--- src/hdl/ufb_pkg.sv ---
// Package with register map, field positions and sizes of the flags and baud divisor block.
package ufb_pkg;
  // ---------------------------------------------------------------------------
  // Register offsets
  // ---------------------------------------------------------------------------
  localparam logic [11:0] UFB_OFS_FLAGS = 12'h018;
  localparam logic [11:0] UFB_OFS_DIV_INT = 12'h024;
  localparam logic [11:0] UFB_OFS_DIV_FRAC = 12'h028;
  localparam logic [11:0] UFB_OFS_LINE_CTRL = 12'h02c;
  localparam logic [11:0] UFB_OFS_IRQ_STAT = 12'h040;
  localparam logic [11:0] UFB_OFS_IRQ_MASK = 12'h044;
  localparam logic [11:0] UFB_OFS_STATUS = 12'h048;
  // ---------------------------------------------------------------------------
  // Field positions and widths
  // ---------------------------------------------------------------------------
  localparam int UFB_BIT_TX_EMPTY = 7;
  localparam int UFB_BIT_RX_FULL = 6;
  localparam int UFB_BIT_TX_FULL = 5;
  localparam int UFB_BIT_RX_EMPTY = 4;
  localparam int UFB_BIT_BUSY = 3;
  localparam int UFB_BIT_FIFO_MODE = 4;
  localparam int UFB_INT_W = 16;
  localparam int UFB_FRAC_W = 6;
  localparam int UFB_LCR_W = 8;
  localparam int UFB_IRQ_W = 4;
  localparam int UFB_IRQ_TX_DONE = 0;
  localparam int UFB_IRQ_RX_DATA = 1;
  localparam int UFB_IRQ_TX_FREE = 2;
  localparam int UFB_IRQ_RX_OVR = 3;
  localparam int UFB_FIFO_DEPTH = 16;
  localparam logic [1:0] UFB_RESP_OKAY = 2'h0;
  localparam logic [1:0] UFB_RESP_SLVERR = 2'h2;
  // Lowest divide ratio applied when the integer divisor reads zero.
  localparam logic [UFB_INT_W-1:0] UFB_DIV_MIN = 16'h0001;
endpackage

--- src/hdl/ufb_occ_if.sv ---
// Interface carrying one occupancy counter's push, pop and level flags.
`timescale 1ns/1ps
interface ufb_occ_if;
  logic push;
  logic pop;
  logic fifo_mode;
  logic empty;
  logic full;
  logic overflow;
  modport ctr (input push, input pop, input fifo_mode, output empty, output full, output overflow);
  modport user (output push, output pop, output fifo_mode, input empty, input full, input overflow);
endinterface

--- src/hdl/ufb_occ.sv ---
// Occupancy counter of one buffer: one entry in character mode, DEPTH entries in FIFO mode.
`timescale 1ns/1ps
module ufb_occ import ufb_pkg::*; #(
  parameter int DEPTH = UFB_FIFO_DEPTH
) (
  input wire logic clk_i,
  input wire logic rst_n_i,
  ufb_occ_if.ctr occ
);
  localparam int CW = $clog2(DEPTH + 1);
  localparam logic [CW-1:0] ONE = CW'(1);
  localparam logic [CW-1:0] FULLN = CW'(DEPTH);
  logic [CW-1:0] cnt_r;
  logic [CW-1:0] limit;
  logic do_push;
  logic do_pop;

  assign limit = occ.fifo_mode ? FULLN : ONE;
  assign do_pop = occ.pop && (cnt_r != '0);
  // A push to a full buffer is dropped and reported unless a pop frees an entry in the same cycle.
  assign do_push = occ.push && ((cnt_r < limit) || do_pop);
  assign occ.empty = (cnt_r == '0);
  assign occ.full = (cnt_r >= limit);
  assign occ.overflow = occ.push && !do_push;

  always_ff @(posedge clk_i) begin
    if (!rst_n_i) begin
      cnt_r <= '0;
    end else if (do_push && !do_pop) begin
      cnt_r <= cnt_r + ONE;
    end else if (do_pop && !do_push) begin
      cnt_r <= cnt_r - ONE;
    end
  end

  a_count_bound: assert property (@(posedge clk_i) disable iff (!rst_n_i) cnt_r <= FULLN)
    else $error("occupancy above depth");
endmodule

--- src/hdl/ufb_top.sv ---
// Top of the line flags and baud divisor block with its AXI4-Lite register slave.
//
// Register access over AXI4-Lite is this design's own decision.
`timescale 1ns/1ps
// How it works
// - tx_empty_flag bit 7 is one when the transmit holding register or FIFO is empty.
// - rx_full_flag bit 6 is one when receive holder occupied or FIFO full.
// - tx_full_flag bit 5 is one when transmit holder occupied or FIFO full.
// - rx_empty_flag bit 4 is one when the receive holder or FIFO is empty.
// - Busy bit 3 stays set until the whole character with stop bits is sent.
// - Busy sets once the transmit buffer holds an entry, enabled or not.
// - After reset both full flags and busy read zero, both empty flags one.
// - Integer divisor occupies bits 15:0, readable and writable, reset to zero.
// - A zero integer divisor is replaced by the minimum divide ratio of one.
// - Fractional divisor occupies bits 5:0, readable and writable, reset to zero.
// - New divisor values take effect only after the current transmit character completes.
// - Reserved bits read undefined; software writes back previous values.
// - Line control bit 4 selects FIFO mode; clear means single-entry holders.
// - Divisors are captured into the baud generator only on line control write.
module ufb_top import ufb_pkg::*; #(
  parameter int FIFO_DEPTH = UFB_FIFO_DEPTH
) (
  input wire logic CLK_I,
  input wire logic RST_N_I,
  input wire logic [11:0] S_AXI_AWADDR_I,
  input wire logic S_AXI_AWVALID_I,
  output logic S_AXI_AWREADY_O,
  input wire logic [31:0] S_AXI_WDATA_I,
  input wire logic [3:0] S_AXI_WSTRB_I,
  input wire logic S_AXI_WVALID_I,
  output logic S_AXI_WREADY_O,
  output logic [1:0] S_AXI_BRESP_O,
  output logic S_AXI_BVALID_O,
  input wire logic S_AXI_BREADY_I,
  input wire logic [11:0] S_AXI_ARADDR_I,
  input wire logic S_AXI_ARVALID_I,
  output logic S_AXI_ARREADY_O,
  output logic [31:0] S_AXI_RDATA_O,
  output logic [1:0] S_AXI_RRESP_O,
  output logic S_AXI_RVALID_O,
  input wire logic S_AXI_RREADY_I,
  input wire logic TX_PUSH_I,
  input wire logic TX_POP_I,
  input wire logic TX_CHAR_DONE_I,
  input wire logic RX_PUSH_I,
  input wire logic RX_POP_I,
  input wire logic RX_CHAR_DONE_I,
  output logic [UFB_INT_W-1:0] BAUD_INT_O,
  output logic [UFB_FRAC_W-1:0] BAUD_FRAC_O,
  output logic FIFO_MODE_O,
  output logic TX_EMPTY_O,
  output logic TX_FULL_O,
  output logic RX_EMPTY_O,
  output logic RX_FULL_O,
  output logic BUSY_O,
  output logic IRQ_O
);
  // ---------------------------------------------------------------------------
  // Buffers and transmitter activity
  // ---------------------------------------------------------------------------
  ufb_occ_if tx_if ();
  ufb_occ_if rx_if ();
  logic [UFB_LCR_W-1:0] line_control_r;
  logic fifo_mode_select;
  logic shifting_r;
  logic busy;

  assign fifo_mode_select = line_control_r[UFB_BIT_FIFO_MODE];
  assign tx_if.push = TX_PUSH_I;
  assign tx_if.pop = TX_POP_I;
  assign tx_if.fifo_mode = fifo_mode_select;
  assign rx_if.push = RX_PUSH_I;
  assign rx_if.pop = RX_POP_I;
  assign rx_if.fifo_mode = fifo_mode_select;

  ufb_occ #(.DEPTH(FIFO_DEPTH)) u_tx_occ (.clk_i(CLK_I), .rst_n_i(RST_N_I), .occ(tx_if));
  ufb_occ #(.DEPTH(FIFO_DEPTH)) u_rx_occ (.clk_i(CLK_I), .rst_n_i(RST_N_I), .occ(rx_if));

  // The shifter holds a character from its pop until the last stop bit is out.
  always_ff @(posedge CLK_I) begin
    if (!RST_N_I) begin
      shifting_r <= 1'b0;
    end else if (TX_POP_I && !tx_if.empty) begin
      shifting_r <= 1'b1;
    end else if (TX_CHAR_DONE_I) begin
      shifting_r <= 1'b0;
    end
  end

  // Busy does not depend on any enable, only on buffered or shifting data.
  assign busy = !tx_if.empty || shifting_r;

  // ---------------------------------------------------------------------------
  // Registered flag outputs
  // ---------------------------------------------------------------------------
  always_ff @(posedge CLK_I) begin
    if (!RST_N_I) begin
      TX_EMPTY_O <= 1'b1;
      RX_EMPTY_O <= 1'b1;
      TX_FULL_O <= 1'b0;
      RX_FULL_O <= 1'b0;
      BUSY_O <= 1'b0;
      FIFO_MODE_O <= 1'b0;
    end else begin
      TX_EMPTY_O <= tx_if.empty;
      RX_FULL_O <= rx_if.full;
      TX_FULL_O <= tx_if.full;
      RX_EMPTY_O <= rx_if.empty;
      BUSY_O <= busy;
      FIFO_MODE_O <= fifo_mode_select;
    end
  end

  // ---------------------------------------------------------------------------
  // Write channel
  // ---------------------------------------------------------------------------
  logic [11:0] aw_addr_r;
  logic aw_have_r;
  logic [31:0] w_data_r;
  logic [3:0] w_strb_r;
  logic w_have_r;
  logic wr_go;
  logic wr_hit;
  logic [UFB_INT_W-1:0] baud_divisor_integer_r;
  logic [UFB_FRAC_W-1:0] baud_divisor_fraction_r;
  logic lcr_strobe;

  function automatic logic known_addr(input logic [11:0] a);
    return (a == UFB_OFS_FLAGS) || (a == UFB_OFS_DIV_INT) || (a == UFB_OFS_DIV_FRAC) ||
      (a == UFB_OFS_LINE_CTRL) || (a == UFB_OFS_IRQ_STAT) || (a == UFB_OFS_IRQ_MASK) ||
      (a == UFB_OFS_STATUS);
  endfunction

  assign wr_go = aw_have_r && w_have_r && !S_AXI_BVALID_O;
  assign wr_hit = known_addr(aw_addr_r);
  assign lcr_strobe = wr_go && (aw_addr_r == UFB_OFS_LINE_CTRL) && w_strb_r[0];

  always_ff @(posedge CLK_I) begin
    if (!RST_N_I) begin
      aw_have_r <= 1'b0;
      aw_addr_r <= 12'h000;
      S_AXI_AWREADY_O <= 1'b0;
    end else if (S_AXI_AWREADY_O && S_AXI_AWVALID_I) begin
      aw_have_r <= 1'b1;
      aw_addr_r <= {S_AXI_AWADDR_I[11:2], 2'h0};
      S_AXI_AWREADY_O <= 1'b0;
    end else if (wr_go) begin
      aw_have_r <= 1'b0;
    end else begin
      S_AXI_AWREADY_O <= !aw_have_r && !S_AXI_BVALID_O;
    end
  end

  always_ff @(posedge CLK_I) begin
    if (!RST_N_I) begin
      w_have_r <= 1'b0;
      w_data_r <= 32'h0000_0000;
      w_strb_r <= 4'h0;
      S_AXI_WREADY_O <= 1'b0;
    end else if (S_AXI_WREADY_O && S_AXI_WVALID_I) begin
      w_have_r <= 1'b1;
      w_data_r <= S_AXI_WDATA_I;
      w_strb_r <= S_AXI_WSTRB_I;
      S_AXI_WREADY_O <= 1'b0;
    end else if (wr_go) begin
      w_have_r <= 1'b0;
    end else begin
      S_AXI_WREADY_O <= !w_have_r && !S_AXI_BVALID_O;
    end
  end

  always_ff @(posedge CLK_I) begin
    if (!RST_N_I) begin
      S_AXI_BVALID_O <= 1'b0;
      S_AXI_BRESP_O <= UFB_RESP_OKAY;
    end else if (wr_go) begin
      S_AXI_BVALID_O <= 1'b1;
      S_AXI_BRESP_O <= wr_hit ? UFB_RESP_OKAY : UFB_RESP_SLVERR;
    end else if (S_AXI_BREADY_I) begin
      S_AXI_BVALID_O <= 1'b0;
    end
  end

  // Reserved bits are not stored, so writing back whatever was read is harmless.
  always_ff @(posedge CLK_I) begin
    if (!RST_N_I) begin
      baud_divisor_integer_r <= '0;
      baud_divisor_fraction_r <= '0;
      line_control_r <= '0;
    end else if (wr_go) begin
      // The flag register has no write path, so a write there only answers OKAY.
      if (aw_addr_r == UFB_OFS_DIV_INT) begin
        if (w_strb_r[0]) baud_divisor_integer_r[7:0] <= w_data_r[7:0];
        if (w_strb_r[1]) baud_divisor_integer_r[15:8] <= w_data_r[15:8];
      end
      if (aw_addr_r == UFB_OFS_DIV_FRAC && w_strb_r[0]) begin
        baud_divisor_fraction_r <= w_data_r[UFB_FRAC_W-1:0];
      end
      if (lcr_strobe) begin
        line_control_r <= w_data_r[UFB_LCR_W-1:0];
      end
    end
  end

  // ---------------------------------------------------------------------------
  // Baud generator load
  // ---------------------------------------------------------------------------
  // A line control write captures both divisors and sets the load pending.
  // The load lands once no character is shifting out, so a running frame keeps
  // its bit timing. A receive start is not visible here, so a receive
  // character in flight is not waited for.
  logic load_pend_r;
  logic line_idle;
  logic [UFB_INT_W-1:0] staged_int_r;
  logic [UFB_FRAC_W-1:0] staged_frac_r;

  assign line_idle = !shifting_r;

  always_ff @(posedge CLK_I) begin
    if (!RST_N_I) begin
      load_pend_r <= 1'b0;
      staged_int_r <= '0;
      staged_frac_r <= '0;
      BAUD_INT_O <= UFB_DIV_MIN;
      BAUD_FRAC_O <= '0;
    end else begin
      if (lcr_strobe) begin
        load_pend_r <= 1'b1;
        staged_int_r <= baud_divisor_integer_r;
        staged_frac_r <= baud_divisor_fraction_r;
      end else if (load_pend_r && line_idle) begin
        load_pend_r <= 1'b0;
      end
      if (load_pend_r && line_idle) begin
        BAUD_INT_O <= (staged_int_r == '0) ? UFB_DIV_MIN : staged_int_r;
        BAUD_FRAC_O <= staged_frac_r;
      end
    end
  end

  // ---------------------------------------------------------------------------
  // Interrupts
  // ---------------------------------------------------------------------------
  logic [UFB_IRQ_W-1:0] irq_stat_r;
  logic [UFB_IRQ_W-1:0] irq_mask_r;
  logic [UFB_IRQ_W-1:0] irq_set;
  logic [UFB_IRQ_W-1:0] irq_clr;

  always_comb begin
    irq_set = '0;
    irq_set[UFB_IRQ_TX_DONE] = shifting_r && TX_CHAR_DONE_I;
    irq_set[UFB_IRQ_RX_DATA] = RX_PUSH_I;
    irq_set[UFB_IRQ_TX_FREE] = TX_FULL_O && !tx_if.full;
    irq_set[UFB_IRQ_RX_OVR] = rx_if.overflow;
    irq_clr = '0;
    if (wr_go && aw_addr_r == UFB_OFS_IRQ_STAT && w_strb_r[0]) begin
      irq_clr = w_data_r[UFB_IRQ_W-1:0];
    end
  end

  always_ff @(posedge CLK_I) begin
    if (!RST_N_I) begin
      irq_stat_r <= '0;
    end else begin
      // A set in the cycle of its clear wins, so no event is lost.
      irq_stat_r <= (irq_stat_r & ~irq_clr) | irq_set;
    end
  end

  always_ff @(posedge CLK_I) begin
    if (!RST_N_I) begin
      irq_mask_r <= '0;
    end else if (wr_go && aw_addr_r == UFB_OFS_IRQ_MASK && w_strb_r[0]) begin
      irq_mask_r <= w_data_r[UFB_IRQ_W-1:0];
    end
  end

  always_ff @(posedge CLK_I) begin
    if (!RST_N_I) begin
      IRQ_O <= 1'b0;
    end else begin
      IRQ_O <= |((irq_stat_r & ~irq_clr | irq_set) & irq_mask_r);
    end
  end

  // ---------------------------------------------------------------------------
  // Read channel
  // ---------------------------------------------------------------------------
  logic [31:0] rd_word;

  always_comb begin
    rd_word = 32'h0000_0000;
    case (S_AXI_ARADDR_I & 12'hffc)
      UFB_OFS_FLAGS: begin
        rd_word[UFB_BIT_TX_EMPTY] = TX_EMPTY_O;
        rd_word[UFB_BIT_RX_FULL] = RX_FULL_O;
        rd_word[UFB_BIT_TX_FULL] = TX_FULL_O;
        rd_word[UFB_BIT_RX_EMPTY] = RX_EMPTY_O;
        rd_word[UFB_BIT_BUSY] = BUSY_O;
      end
      UFB_OFS_DIV_INT: rd_word[UFB_INT_W-1:0] = baud_divisor_integer_r;
      UFB_OFS_DIV_FRAC: rd_word[UFB_FRAC_W-1:0] = baud_divisor_fraction_r;
      UFB_OFS_LINE_CTRL: rd_word[UFB_LCR_W-1:0] = line_control_r;
      UFB_OFS_IRQ_STAT: rd_word[UFB_IRQ_W-1:0] = irq_stat_r;
      UFB_OFS_IRQ_MASK: rd_word[UFB_IRQ_W-1:0] = irq_mask_r;
      UFB_OFS_STATUS: rd_word[UFB_INT_W-1:0] = BAUD_INT_O;
      default: rd_word = 32'h0000_0000;
    endcase
  end

  always_ff @(posedge CLK_I) begin
    if (!RST_N_I) begin
      S_AXI_ARREADY_O <= 1'b0;
      S_AXI_RVALID_O <= 1'b0;
      S_AXI_RDATA_O <= 32'h0000_0000;
      S_AXI_RRESP_O <= UFB_RESP_OKAY;
    end else if (S_AXI_ARREADY_O && S_AXI_ARVALID_I) begin
      S_AXI_ARREADY_O <= 1'b0;
      S_AXI_RVALID_O <= 1'b1;
      S_AXI_RDATA_O <= rd_word;
      S_AXI_RRESP_O <= known_addr(S_AXI_ARADDR_I & 12'hffc) ? UFB_RESP_OKAY : UFB_RESP_SLVERR;
    end else if (S_AXI_RVALID_O) begin
      if (S_AXI_RREADY_I) begin
        S_AXI_RVALID_O <= 1'b0;
      end
    end else begin
      S_AXI_ARREADY_O <= 1'b1;
    end
  end

  // ---------------------------------------------------------------------------
  // Checks
  // ---------------------------------------------------------------------------
  a_busy_on_data: assert property (@(posedge CLK_I) disable iff (!RST_N_I)
    !tx_if.empty |=> BUSY_O) else $error("busy not set with data queued");
  a_busy_holds: assert property (@(posedge CLK_I) disable iff (!RST_N_I)
    shifting_r && !TX_CHAR_DONE_I |=> BUSY_O) else $error("busy dropped mid-frame");
  a_empty_full_excl: assert property (@(posedge CLK_I) disable iff (!RST_N_I)
    !(TX_EMPTY_O && TX_FULL_O)) else $error("tx empty and full together");
  a_txfull_char: assert property (@(posedge CLK_I) disable iff (!RST_N_I)
    !fifo_mode_select && !tx_if.empty |=> TX_FULL_O) else $error("tx holder not full");
  a_rxfull_char: assert property (@(posedge CLK_I) disable iff (!RST_N_I)
    !fifo_mode_select && !rx_if.empty |=> RX_FULL_O) else $error("rx holder not full");
  a_rxempty_flag: assert property (@(posedge CLK_I) disable iff (!RST_N_I)
    rx_if.empty |=> RX_EMPTY_O) else $error("rx empty flag missing");
  a_reset_flags: assert property (@(posedge CLK_I)
    !RST_N_I |=> TX_EMPTY_O && RX_EMPTY_O && !TX_FULL_O && !RX_FULL_O && !BUSY_O)
    else $error("flags wrong after reset");
  a_div_nonzero: assert property (@(posedge CLK_I) disable iff (!RST_N_I)
    BAUD_INT_O != '0) else $error("zero divide ratio applied");
  a_div_no_strobe: assert property (@(posedge CLK_I) disable iff (!RST_N_I)
    !load_pend_r |=> $stable(BAUD_INT_O) && $stable(BAUD_FRAC_O))
    else $error("divisor changed without line control write");
  a_div_mid_frame: assert property (@(posedge CLK_I) disable iff (!RST_N_I)
    shifting_r |=> $stable(BAUD_INT_O) && $stable(BAUD_FRAC_O))
    else $error("divisor changed mid-character");
  a_stage_on_strobe: assert property (@(posedge CLK_I) disable iff (!RST_N_I)
    !lcr_strobe |=> $stable(staged_int_r) && $stable(staged_frac_r))
    else $error("divisor staged without line control write");
endmodule

--- config.mk ---
export PLATFORM = sky130hd
export DESIGN_NAME = ufb_top
export DESIGN_NICKNAME = d
export VERILOG_FILES = /design/src/hdl/ufb_pkg.sv /design/src/hdl/ufb_occ_if.sv /design/src/hdl/ufb_occ.sv /design/src/hdl/ufb_top.sv
export SDC_FILE = /design/constraint.sdc
export NUM_CORES = 1
export LEC_CHECK = 0
export BUFFER_PORTS_ARGS = -buffer_cell sky130_fd_sc_hd__buf_2
export CAP_MARGIN = 15
export CORE_ASPECT_RATIO = 0.6
export CORE_MARGIN = 2
export CORE_UTILIZATION = 44
export DETAILED_ROUTE_END_ITERATION = 7
export PLACE_DENSITY = 0.72
export RECOVER_POWER = 100
export SETUP_SLACK_MARGIN = 0.02
export SYNTH_ARGS = -nofsm -noshare
export SYNTH_HDL_FRONTEND = slang
export SYNTH_SLANG_ARGS = --single-unit
--- constraint.sdc ---
create_clock -name CLK_I -period 4 [get_ports CLK_I]
set_input_delay 0.6 -clock CLK_I [delete_from_list [all_inputs] [get_ports CLK_I]]
set_output_delay 0.6 -clock CLK_I [all_outputs]
set_load 0.02 [all_outputs]
# Yosys cells after proc, flatten, opt, wreduce, memory -nomap -nowiden
# Cells that the tools add are included.
# totals
reg_bits,156
input_bits,73
output_inout_bits,70
wordCells,159
# op_classes
add_sub_neg,4
n_lt_le_gt_ge,4
n_eq_ne,14
muxes,26
n_bitwise,5
n_reduce_logical,72
# ops
op,n
"== test 10 x 4 -> 1 bit, second input constant",6
"== test 10 x 5 -> 1 bit, second input constant",6
logical AND 1 bit,27
two-way mux 5 bit,5
"== test 10 x 3 -> 1 bit, second input constant",2
case mux 3 bit (6 select lines),1
logical NOT 16 bit,1
two-way mux 16 bit,1
case mux 8 bit (2 select lines),1
logical OR 1 bit,15
nonzero test 2 bit,7
two-way mux 1 bit,12
"adder 5 x 1 -> 5 bit, second input constant",2
>= comparator 5 bit,2
logical NOT 1 bit,10
logical NOT 5 bit,2
< comparator 5 bit,2
case mux 2 bit (5 select lines),1
nonzero test 5 bit,2
"subtractor 5 x 1 -> 5 bit, second input constant",2
bitwise AND 4 bit,2
case mux 2 bit (4 select lines),1
case mux 1 bit (7 select lines),1
AND reduction 3 bit,2
8 further kinds,12

# Longest topological paths before layout
# Gate-level depths: netlist (run 1).
# depth
depth_word,10
depth_mapped,14
ltp_nobuf,14

# Hierarchy
# A second synthesis (run 1) with hierarchy kept.
# unflattened
cells_unflattened,798
area_unflattened_um2,6745.2
# modules_own_cells
module,n_inst,cells_per_inst,area_per_inst_um2
ufb_top,1,700,5891.9
ufb_occ,2,49,426.7

# Worst setup path before layout (run 1)
# OpenSTA, ideal clock, no wires.
# synth_path
path_type,reg2reg
startpoint,reg line_control_r[4]
endpoint,reg u_rx_occ.cnt_r[4]
setup_time_ns,0.072
arrival_time_ns,2.811
setup_slack_ns,1.118
stages_incl_launch_ff,15
path_buffers,0
synth_period_minus_slack_ns,2.882
cell_sequence,dfxtp_1 > inv_1 > ha_1 > or4b_1 > a21oi_1 > a21oi_1 > nor2_1 > ha_1 > inv_1 > ha_1 > nor2b_1 > o21a_1 > or3_1 > a21oi_1 > mux2i_1
# synth_via
elab_chain_cells,7
# synth_lines
item,line,source
from (decl),ufb_top.sv:63,logic [UFB_LCR_W-1:0] line_control_r;
from (signal assigned),ufb_top.sv:200,line_control_r <= w_data_r[UFB_LCR_W-1:0];
two-way mux 5 bit *,ufb_occ.sv:18,assign limit = occ.fifo_mode ? FULLN : ONE;
< comparator 5 bit *,ufb_occ.sv:21,assign do_push = occ.push && ((cnt_r < limit) || do_pop);
logical OR 1 bit *,ufb_occ.sv:21,
logical AND 1 bit *,ufb_occ.sv:21,
logical NOT 1 bit,ufb_occ.sv:31,end else if (do_pop && !do_push) begin
logical AND 1 bit,ufb_occ.sv:31,
nonzero test 2 bit (no source line),--,
to (signal assigned),ufb_occ.sv:30,cnt_r <= cnt_r + ONE;
to (signal assigned),ufb_occ.sv:32,cnt_r <= cnt_r - ONE;
to (decl),ufb_occ.sv:13,logic [CW-1:0] cnt_r;
# Mark *: on every way between the ends. The rest lies on a longest branch, timed or not.
# A chain may end at the register's enable or synchronous reset.

# Worst setup path after layout (run 1)
# layout_path
startpoint,in RST_N_I
endpoint,reg S_AXI_BRESP_O[1]
# layout_rtl
item,line,source
from (decl),ufb_top.sv:24,"input wire logic RST_N_I,"
to (signal assigned),ufb_top.sv:178,S_AXI_BRESP_O <= wr_hit ? UFB_RESP_OKAY : UFB_RESP_SLVERR;
to (decl),ufb_top.sv:32,"output logic [1:0] S_AXI_BRESP_O,"
# No word-level cell between the ends.

==> run_results.csv, run 1 <==
group,metric,value,unit
logic_synthesis,avgSynthCellArea,8.45,um^2
critical_path,cp_slowest_cell,"clkbuf_1",
routing,drt-total-wl,17.2,mm
layout,nets,951,
floorplan,top_level_ports,143,
sta,max_freq,301,MHz
logic_synthesis,ys.flop_type,"dfxtp_1",
routing,drt_iter0_drc,443,
power_and_ir_drop,p_leak,2.89,nW
floorplan,rows,34,
routing,drtPass1Iterations,7,
layout,diodes,0,
routing,vias_per_cell,5.39,
sta,drv_slew,14,
sta,finalSetupViolCount,0,
critical_path,r2r-end,"u_rx_occ.cnt_r[4]$_SDFFE_PN0P_",
floorplan,start_util,45.4,%
logic_synthesis,synth_seq_cells,154,
critical_path,reg2reg_slack,0.83,ns
global_route,antenna_found_initial,0,
global_route,met3_usage,5.46,%
global_route,grtUsageTotal,21.8,%
placed_design,hpwl,12.2,mm
sta,post-route-period-util,83.1,%
sta,rsz0062_at_grt,"no",
routing,num_vias,5782,
global_route,grt_pass1_wl,27.5,mm
critical_path,cp_num_cells,4,
logic_synthesis,synth_top_family_by_area,"simple AND/OR/NAND/NOR gates",
sta,tns,0,ns
global_route,use_met1,34.7,%
critical_path,crit_buf_inv,3,
clocking,cts_root_buffer,"clkbuf_16",
power_and_ir_drop,power_density,522,nW/um^2
logic_synthesis,synth_edf_count,0,
critical_path,r2r_start,"line_control_r[4]$_SDFFE_PN0P_",
global_route,busiest_layer,"met1",
logic_synthesis,synth_compound_area_share,16.2,%
clocking,numCtsBuffers,17,
logic_synthesis,synthAdderAreaFrac,3.05,%
critical_path,cp_cell_sequence,"clkbuf_1 > clkinv_2 > clkbuf_2 > a221oi_1",
layout,drive_gt1_share,11.2,%
hold_path,hp-class,"input pin to flip-flop",
floorplan,die_w,163,um
sta,maxSlewHeadroom,-1.63,%
sta,min_period,3.32,ns
hold_path,min_path_cells,3,
clocking,post_cts_buffers,0,
global_route,grt_overflow_total,0,
floorplan,die_y,99.2,um
critical_path,critPathLaunch,"RST_N_I",
clocking,clockBufferDepth,2,
clocking,clock_sinks,154,
layout,synthToLayoutAreaGrowth,14.3,%
routing,drcViolationCount,0,
clocking,clk_latency,0.42,ns
logic_synthesis,ys_seq_area_share,46.4,%
floorplan,die_area,16100,um^2
critical_path,reg2reg_depth,14,
sta,hold_viol_final,0,
critical_path,startpoint_type,"input pin",
clocking,hold_buffers,0,
sta,whs,0.411,ns
routing,postRouteAntennaNets,0,
critical_path,crit_path_end_kind,"flip-flop",
sta,tightest_slew,1.51,ns
layout,final_cell_mix,"nand2_1 (189), dfxtp_1 (154), a21oi_1 (106)",
logic_synthesis,muxShareOfSynthArea,5.46,%
logic_synthesis,async_flop_share,0,%
outcome,failed_checks,"max-capacitance violations, max-slew violations",
logic_synthesis,synth_cells,786,
power_and_ir_drop,ir_drop,273,uV
logic_synthesis,syn_area,6650,um^2
global_route,grt_pass1_vias,5142,
critical_path,cp_slowest_stage_delay,1.03,ns
logic_synthesis,synth_cell_types,67,
flow_run,timing.max_cap.violations,1,
sta,fin_skew,0.0135,ns
clocking,cts_tree,"done",
global_route,grt_max_degree,58,
clocking,path_clk_slew,0.06,ns
critical_path,worst-path-max-fanout,57,
critical_path,path_delay_family,"buffers and inverters",
placed_design,place_congestion,0.867,
clocking,cts-resized-gates,0,
logic_synthesis,yosysWarnings,0,
clocking,h-tree-depth,4,
outcome,status,"complete, but fails checks",
layout,final_common_cell,"nand2_1",
critical_path,cp.required,4.31,ns
critical_path,critPathKind,"input pin to flip-flop",
critical_path,crit_path_end,"S_AXI_BRESP_O[1]$_SDFFE_PN0N_",
critical_path,arrival,3.63,ns
logic_synthesis,synth-xor-area-share,0.923,%
global_route,grt.met2_usage,28.3,%
logic_synthesis,synth_simple_gate_area_share,21.8,%
placed_design,numPortBuffers,101,
routing,wl_per_cell,16.1,um
floorplan,core,14600,um^2
## metal layers
metal | vias to the layer above | share of wire [%] | wire length (um)
met2 | 259 | 38 | 6580
met3 | 19 | 9.3 | 1600
met5 | - | 0 | 0
met4 | 0 | 0.98 | 169
li1 | 2828 | - | -
met1 | 2676 | 52 | 8900
## power by group
group	internal [mW]	total, mW	switching, mW
Clock	0.850	1.48	0.628
Combinational	0.317	0.763	0.446
Sequential	1.63	1.73	0.0955
Total	2.80	3.97	1.17
## area by class of cell
type	count	area [um^2]
Fill cell	1472	7040
Multi-Input combinational cell	569	3210
Sequential cell	154	3080
Timing Repair Buffer	105	463
Clock buffer	20	437
Tap cell	198	248
Clock inverter	11	98.8
Inverter	16	61.3
## flip-flops by register name (all words and copies together), names as in the netlist, 2 cells and up
register,flops
u_tx_occ.cnt_r,5
irq_stat_r,4
u_rx_occ.cnt_r,5
aw_addr_r,10
staged_frac_r,6
baud_divisor_fraction_r,6
irq_mask_r,4
BAUD_INT_O,16
baud_divisor_integer_r,16
w_strb_r,2
staged_int_r,16
w_data_r,16
line_control_r,8
S_AXI_RDATA_O,16
BAUD_FRAC_O,6
## cell families after synthesis
group	after synthesis
DFF	154
AOI/OAI and AO/OA	181
xor gates and xnor gates	7
muxes	36
adders and majority gates	15
buffers and inverters	80
other	1
and+or+nand+nor	312
## cell usage after synthesis (3+ instances only)
cell         n  area, um^2
ha_1        13         163
clkbuf_1    29         109
dfxtp_1    154        3080
a221oi_1    10        87.6
buf_2        6        30.0
a22oi_1      8        60.1
nand2b_1     9        56.3
nand2_1    189         709
buf_4       18         135
nor2_1      55         206
a21oi_1    106         531
mux2i_1     34         340
or3_1        3        18.8
a22o_1       3        26.3
nand3b_1     3        22.5
inv_1       16        60.1
nor2b_1      6        37.5
o21ai_0     24         120
buf_1        6        22.5
nor3_1       7        35.0
or2_2        3        18.8
nor4_1       5        31.3
xnor2_1      3        26.3
nor4bb_1     3        30.0
xor2_1       4        35.0
nand4_1      3        18.8
buf_6        3        33.8
and2_1       5        31.3
o32ai_1      4        35.0
a2bb2oi_1    3        26.3
a211oi_1     3        22.5
## worst register-to-register path, cell delays in order, from the launching register on
cell	delay, ns
dfxtp_1	0.32
inv_1	0.15
ha_1	0.17
or4b_1	0.45
a21oi_1	0.16
a21oi_1	0.07
nor2_1	0.10
ha_1	0.25
inv_1	0.13
ha_1	0.33
nor2b_1	0.14
o21a_1	0.18
or3_1	0.30
a21oi_1	0.19
mux2i_1	0.19
## how the worst min path moves through the flow
| stage | to | slack, ns | from |
|---|---|---|---|
| global route | w_data_r[5]$_SDFFE_PN0P_ | 0.42 | S_AXI_WDATA_I[5] |
| detailed placement | line_control_r[5]$_SDFFE_PN0P_ | 0.44 | line_control_r[5]$_SDFFE_PN0P_ |
| global placement | line_control_r[3]$_SDFFE_PN0P_ | 0.44 | line_control_r[3]$_SDFFE_PN0P_ |
| finish | aw_addr_r[9]$_SDFFE_PN0P_ | 0.41 | S_AXI_AWADDR_I[9] |
| CTS | aw_addr_r[9]$_SDFFE_PN0P_ | 0.41 | S_AXI_AWADDR_I[9] |
| floorplan | line_control_r[5]$_SDFFE_PN0P_ | 0.43 | line_control_r[5]$_SDFFE_PN0P_ |
## per-stage QoR
step | std cells | setup slack [ns] | power (mW) | area [um^2] | utilization (%)
floorplan | 803 | 1.12 | 2.35 | 6710 | -
global placement | 1042 | 0.884 | 2.51 | 7150 | 48.9
detailed placement | 1042 | 0.824 | 2.52 | 7150 | 48.9
CTS | 1073 | 0.796 | 3.99 | 7690 | 52.5
global route | 1073 | 0.361 | 4.17 | 7600 | 51.9
finish | 1073 | 0.676 | 3.97 | 7600 | 51.9
No activity file was read; power rests on OpenSTA's default activity.
==> run 2: changes to the inputs <==
--- a/config.mk
+++ b/config.mk
@@ -11,7 +11,7 @@
 export CORE_MARGIN = 2
 export CORE_UTILIZATION = 44
 export DETAILED_ROUTE_END_ITERATION = 7
-export PLACE_DENSITY = 0.72
+export PLACE_DENSITY = 0.74
 export RECOVER_POWER = 100
 export SETUP_SLACK_MARGIN = 0.02
 export SYNTH_ARGS = -nofsm -noshare
==> constraint.sdc (replaced) <==
create_clock -name CLK_I -period 2.8 [get_ports CLK_I]
set_input_delay 0.42 -clock CLK_I [delete_from_list [all_inputs] [get_ports CLK_I]]
set_output_delay 0.42 -clock CLK_I [all_outputs]
set_load 0.02 [all_outputs]
==> run 2 against run 1 <==
- the flow finishes with violations (negative setup slack)
- critical path depth increased by 10
- non-clock buffer count rose by 16
- largest cell class unchanged
- sequential share of layout area down 1.1 points
- clock skew is 0.0015 ns higher
- first-iteration DRC count up 27%
- design area up 2.9%
==> run_results.csv, run 2 (synthesis results as in run 1) <==
group,metric,value,unit
power_and_ir_drop,power.share.clock,38.8,%
power_and_ir_drop,finalPower,6.09,mW
floorplan,die_y,99.2,um
floorplan,rows,34,
global_route,met3_usage,5.67,%
routing,wl_per_cell,16.4,um
critical_path,crit_path_end_kind,"flip-flop",
clocking,clockBufferDepth,2,
clocking,h-tree-depth,4,
clocking,path_clk_slew,0.07,ns
floorplan,die_area,16100,um^2
global_route,antenna_found_initial,0,
routing,postRouteAntennaNets,0,
sta,post-route-period-util,100,%
power_and_ir_drop,p_int,4.28,mW
critical_path,cp_slowest_cell,"or4b_4",
sta,tns,-0.0140,ns
critical_path,critPathKind,"flip-flop to flip-flop",
clocking,numCtsBuffers,17,
clocking,clk_latency,0.43,ns
sta,fin_skew,0.0149,ns
routing,drt-total-wl,17.9,mm
power_and_ir_drop,share_comb_of_total_power,20.9,%
routing,drtPass1Iterations,5,
floorplan,start_util,45.4,%
critical_path,cp.required,3.16,ns
power_and_ir_drop,switching_share,29.7,%
placed_design,numPortBuffers,101,
routing,drcViolationCount,0,
power_and_ir_drop,ir_drop,440,uV
global_route,grt_max_degree,128,
sta,min_period,2.81,ns
critical_path,worst-path-max-fanout,4,
layout,synthToLayoutAreaGrowth,17.7,%
power_and_ir_drop,power_density,779,nW/um^2
layout,nets,967,
sta,maxSlewHeadroom,6.80,%
sta,tightest_slew,1.40,ns
global_route,grt_pass1_wl,27.9,mm
layout,final_cell_mix,"nand2_1 (189), dfxtp_1 (153), a21oi_1 (102)",
routing,num_vias,5810,
clocking,cts_root_buffer,"clkbuf_16",
sta,finalSetupViolCount,1,
routing,drt_iter0_drc,563,
sta,drv_slew,0,
hold_path,hp-class,"input pin to flip-flop",
sta,rsz0062_at_grt,"yes",
global_route,use_met1,35.1,%
power_and_ir_drop,p_switching,1.81,mW
global_route,grt.met2_usage,28.9,%
global_route,grtUsageTotal,22.2,%
floorplan,die_w,163,um
flow_run,timing.max_cap.violations,0,
clocking,clock_sinks,154,
global_route,busiest_layer,"met1",
power_and_ir_drop,p_leak,3.01,nW
layout,diodes,0,
layout,drive_gt1_share,14.1,%
outcome,failed_checks,"negative setup slack",
placed_design,place_congestion,0.856,
power_and_ir_drop,seq_power_share,40.3,%
placed_design,hpwl,12.4,mm
sta,max_freq,355,MHz
floorplan,core,14600,um^2
layout,fillers,1441,
floorplan,top_level_ports,143,
critical_path,cp_slowest_stage_delay,0.46,ns
layout,final_common_cell,"nand2_1",
global_route,grt_overflow_total,0,
global_route,grt_pass1_vias,5199,
critical_path,arrival,3.17,ns
critical_path,startpoint_type,"flip-flop",
sta,fin_ws,-0.0140,ns
critical_path,cp_cell_sequence,"inv_2 > ha_1 > or4b_4 > a21oi_2 > a21oi_1 > nor2_1 > ha_2 > inv_2 > ha_4 > nor2b_1 > o21a_1 > or3_1 > a21oi_2 > mux2i_1",
placed_design,dp.cells,1057,
layout,final_cells,1090,
outcome,status,"complete, but fails checks",
clocking,cts_tree,"done",
routing,vias_per_cell,5.33,
sta,hold_viol_final,0,
[run 2: cell types whose count changed in the layout (fill, tap and decap cells not counted), sizes merged]
cell	before	now
clkbuf	76	74
buf	49	66
bufinv	1	2
inv	16	19
clkinv	7	4
clkinvlp	3	4
[run 2: repair_timing]
item / CTS / global route
setup endpoints to repair: 2 / 3
setup buffers: 0 / 1
resized for setup: 9 / 5
hold buffers: 0 / 0
pin swaps: 1 / 3
[run 2: final timing paths]
path	depth (start not counted)	slack [ns]	start	to
worst max register to register	14	-0.01	line_control_r[4]$_SDFFE_PN0P_	u_rx_occ.cnt_r[4]$_SDFFE_PN0P_
worst min register to register	2	0.45	line_control_r[5]$_SDFFE_PN0P_	line_control_r[5]$_SDFFE_PN0P_
worst max-delay path	14	-0.01	line_control_r[4]$_SDFFE_PN0P_	u_rx_occ.cnt_r[4]$_SDFFE_PN0P_
worst min-delay path	3	0.22	S_AXI_AWADDR_I[9]	aw_addr_r[9]$_SDFFE_PN0P_
[run 2: cell type report]
cell class,instances,area [um^2],share of cell area (%)
clock buffers,19,453,5.79
multi-input cells,569,3230,41.3
well taps,198,248,3.17
clock inverters,13,158,2.02
flip-flops and latches,154,3080,39.4
inverters,16,61.3,0.784
repair buffers,121,584,7.47
[run 2: worst max-delay path, delay by kind of cell, from the launching register on]
kind	cells	cell delay, ns
muxes	1	0.17
DFF	1	0.32
and+or+nand+nor	4	1.02
AOI/OAI and AO/OA	4	0.52
buffers and inverters	2	0.13
adders and majority gates	3	0.57
[run 2: routing by layer]
metal  wire, um  part of all wire (%)
met1       9310                    52
met2       6820                    38
met3       1550                   8.7
met4        194                   1.1
met5          0                     0
[run 2: metrics by stage]
| stage | setup WS (ns) | utilization [%] | hold slack [ns] | area, um^2 |
|---|---|---|---|---|
| final | -0.0140 | 53.4 | 0.224 | 7820 |
| after global routing | -0.157 | 53.4 | 0.238 | 7820 |
| after CTS | 0.00215 | 54.2 | 0.214 | 7940 |
| after detailed placement | -0.0890 | 49.8 | 0.443 | 7280 |
| after global placement | 0.00694 | 49.8 | 0.437 | 7280 |
| after floorplan | 0.0324 | - | 0.428 | 6720 |
[run 2: power groups by stage]
stage / Sequential, mW / Combinational [mW] / Clock [mW]
6_report: 2.46 / 1.27 / 2.36
3_5_place_dp: 2.50 / 1.20 / 0
4_1_cts: 2.45 / 1.26 / 2.38
3_3_place_gp: 2.50 / 1.17 / 0
2_1_floorplan: 2.53 / 0.837 / 0
5_1_grt: 2.47 / 1.42 / 2.47
==> run 3: changes to the inputs <==
--- a/config.mk
+++ b/config.mk
@@ -13,7 +13,7 @@
 export DETAILED_ROUTE_END_ITERATION = 7
 export PLACE_DENSITY = 0.74
 export RECOVER_POWER = 100
-export SETUP_SLACK_MARGIN = 0.02
+export SETUP_SLACK_MARGIN = 0.2
 export SYNTH_ARGS = -nofsm -noshare
 export SYNTH_HDL_FRONTEND = slang
 export SYNTH_SLANG_ARGS = --single-unit
==> run 3 against run 2 <==
- the run still ends with negative setup slack left
- global-route usage up 0.22 points
- power is 1.2% higher
- worst setup slack worse by 0.041 ns
- largest cell class unchanged
==> run_results.csv, run 3 (synthesis results as in run 1) <==
group,metric,value,unit
floorplan,die_area,16100,um^2
placed_design,postPlaceCellArea,7310,um^2
clocking,clk_latency,0.42,ns
sta,hold_viol_final,0,
critical_path,critPathLaunch,"line_control_r[4]$_SDFFE_PN0P_",
clocking,clockBufferDepth,2,
sta,max_freq,350,MHz
sta,min_period,2.85,ns
clocking,cts_tree,"done",
power_and_ir_drop,switching_share,29.7,%
global_route,grt_pass1_wl,28.2,mm
critical_path,cp_cell_sequence,"inv_2 > ha_2 > or4b_4 > a21oi_2 > a21oi_1 > nor2_1 > ha_2 > inv_2 > ha_4 > nor2b_1 > o21a_1 > or3_4 > a21oi_2 > mux2i_1",
critical_path,crit_buf_inv,2,
power_and_ir_drop,power.share.clock,37.3,%
placed_design,numPortBuffers,101,
clocking,clock_sinks,154,
sta,rsz0062_at_grt,"yes",
critical_path,critPathKind,"flip-flop to flip-flop",
placed_design,place_congestion,0.859,
floorplan,die_w,163,um
critical_path,cp.required,3.15,ns
flow_run,timing.max_cap.violations,0,
global_route,grtUsageTotal,22.4,%
floorplan,rows,34,
placed_design,place_ws,-0.0490,ns
layout,utilization,54.1,%
global_route,antenna_found_initial,0,
sta,tightest_slew,1.46,ns
critical_path,cp_slowest_cell,"or4b_4",
power_and_ir_drop,finalPower,6.17,mW
floorplan,core,14600,um^2
global_route,grt_max_degree,128,
routing,postRouteAntennaNets,0,
outcome,status,"complete, but fails checks",
power_and_ir_drop,p_int,4.34,mW
outcome,failed_checks,"negative setup slack",
critical_path,r2r_start,"line_control_r[4]$_SDFFE_PN0P_",
clocking,h-tree-depth,4,
critical_path,startpoint_type,"flip-flop",
global_route,grt_pass1_vias,5394,
critical_path,cp_slowest_stage_delay,0.46,ns
routing,vias_per_cell,5.35,
global_route,grt_overflow_total,0,
sta,drv_slew,0,
floorplan,start_util,45.4,%
power_and_ir_drop,p_leak,3.04,nW
routing,wl_per_cell,16.6,um
hold_path,hp-class,"input pin to flip-flop",
clocking,cts_root_buffer,"clkbuf_16",
routing,drt-total-wl,18.1,mm
sta,finalSetupViolCount,1,
clocking,path_clk_slew,0.07,ns
sta,maxSlewHeadroom,2.86,%
sta,fin_ws,-0.0549,ns
power_and_ir_drop,ir_drop,396,uV
critical_path,arrival,3.21,ns
power_and_ir_drop,share_comb_of_total_power,22.9,%
critical_path,worst-path-max-fanout,4,
layout,diodes,0,
power_and_ir_drop,seq_power_share,39.8,%
layout,drive_gt1_share,16.0,%
sta,post-route-period-util,102,%
routing,drt_iter0_drc,567,
clocking,numCtsBuffers,17,
routing,num_vias,5868,
floorplan,die_y,99.2,um
layout,synthToLayoutAreaGrowth,19.2,%
hold_path,hp-start,"S_AXI_AWADDR_I[4]",
clocking,hold_buffers,0,
critical_path,crit_path_end_kind,"flip-flop",
floorplan,top_level_ports,143,
sta,fin_skew,0.0104,ns
layout,final_cell_mix,"nand2_1 (187), dfxtp_1 (152), a21oi_1 (101)",
layout,nets,973,
layout,finalInstanceArea,7920,um^2
routing,drtPass1Iterations,5,
power_and_ir_drop,p_switching,1.83,mW
critical_path,path_delay_family,"simple AND/OR/NAND/NOR gates",
placed_design,hpwl,12.4,mm
routing,drcViolationCount,0,
layout,final_common_cell,"nand2_1",
power_and_ir_drop,power_density,779,nW/um^2
run 3: changes by cell type in the layout (fill, tap and decap cells not counted), sizes merged:
cell      change
clkinvlp      -1
clkbuf        +1
clkinv        +3
buf           +6
inv           -3
run 3: final cells by class:
type                            count  area (um^2)
Fill cell                        1439         6720
Multi-Input combinational cell    569         3300
Sequential cell                   154         3090
Timing Repair Buffer              127          634
Clock buffer                       20          447
Tap cell                          198          248
Clock inverter                     12          144
Inverter                           16         63.8
run 3: worst paths after layout:
check	slack (ns)	cells past startpoint	endpoint
setup / recovery	-0.05	14	u_rx_occ.cnt_r[4]$_SDFFE_PN0P_
hold / removal	0.23	3	aw_addr_r[4]$_SDFFE_PN0P_
setup reg to reg	-0.05	14	u_rx_occ.cnt_r[4]$_SDFFE_PN0P_
hold reg to reg	0.45	2	BAUD_FRAC_O[0]$_SDFFE_PN0P_
run 3: layer usage:
layer,share of wire [%],track usage [%],vias up
met1,49,33.3,2743
met4,0.86,6.13,0
met2,40,31.1,233
li1,-,-,2876
met5,0,0,-
met3,9.7,6.84,16
run 3: what timing repair did:
item,4_1_cts,5_1_grt
resized for setup,9,12
setup buffers,2,4
endpoints found under the setup margin,3,4
pin swaps,3,6
run 3: stage by stage:
stage               std cells  TNS, ns  hold WS, ns
floorplan                 803        0        0.428
global placement         1058        0        0.438
detailed placement       1058  -0.0936        0.444
CTS                      1092  -0.0437        0.218
global route             1096   -0.329        0.228
finish                   1096  -0.0549        0.229
run 3: power groups by stage:
stage                     registers [mW]  clock network (mW)  logic (mW)
after floorplan                     2.53                   0       0.844
after global placement              2.49                   0        1.21
after detailed placement            2.50                   0        1.24
after CTS                           2.45                2.32        1.31
after global routing                2.47                2.41        1.56
final                               2.45                2.30        1.41
run 3: worst register-to-register path: cells and delay by family, from the launching register on:
kind                       cells  cell delay [ns]
and+or+nand+nor                4             1.05
adders and majority gates      3             0.59
AOI/OAI and AO/OA              4             0.50
DFF                            1             0.32
muxes                          1             0.19
buffers and inverters          2             0.14
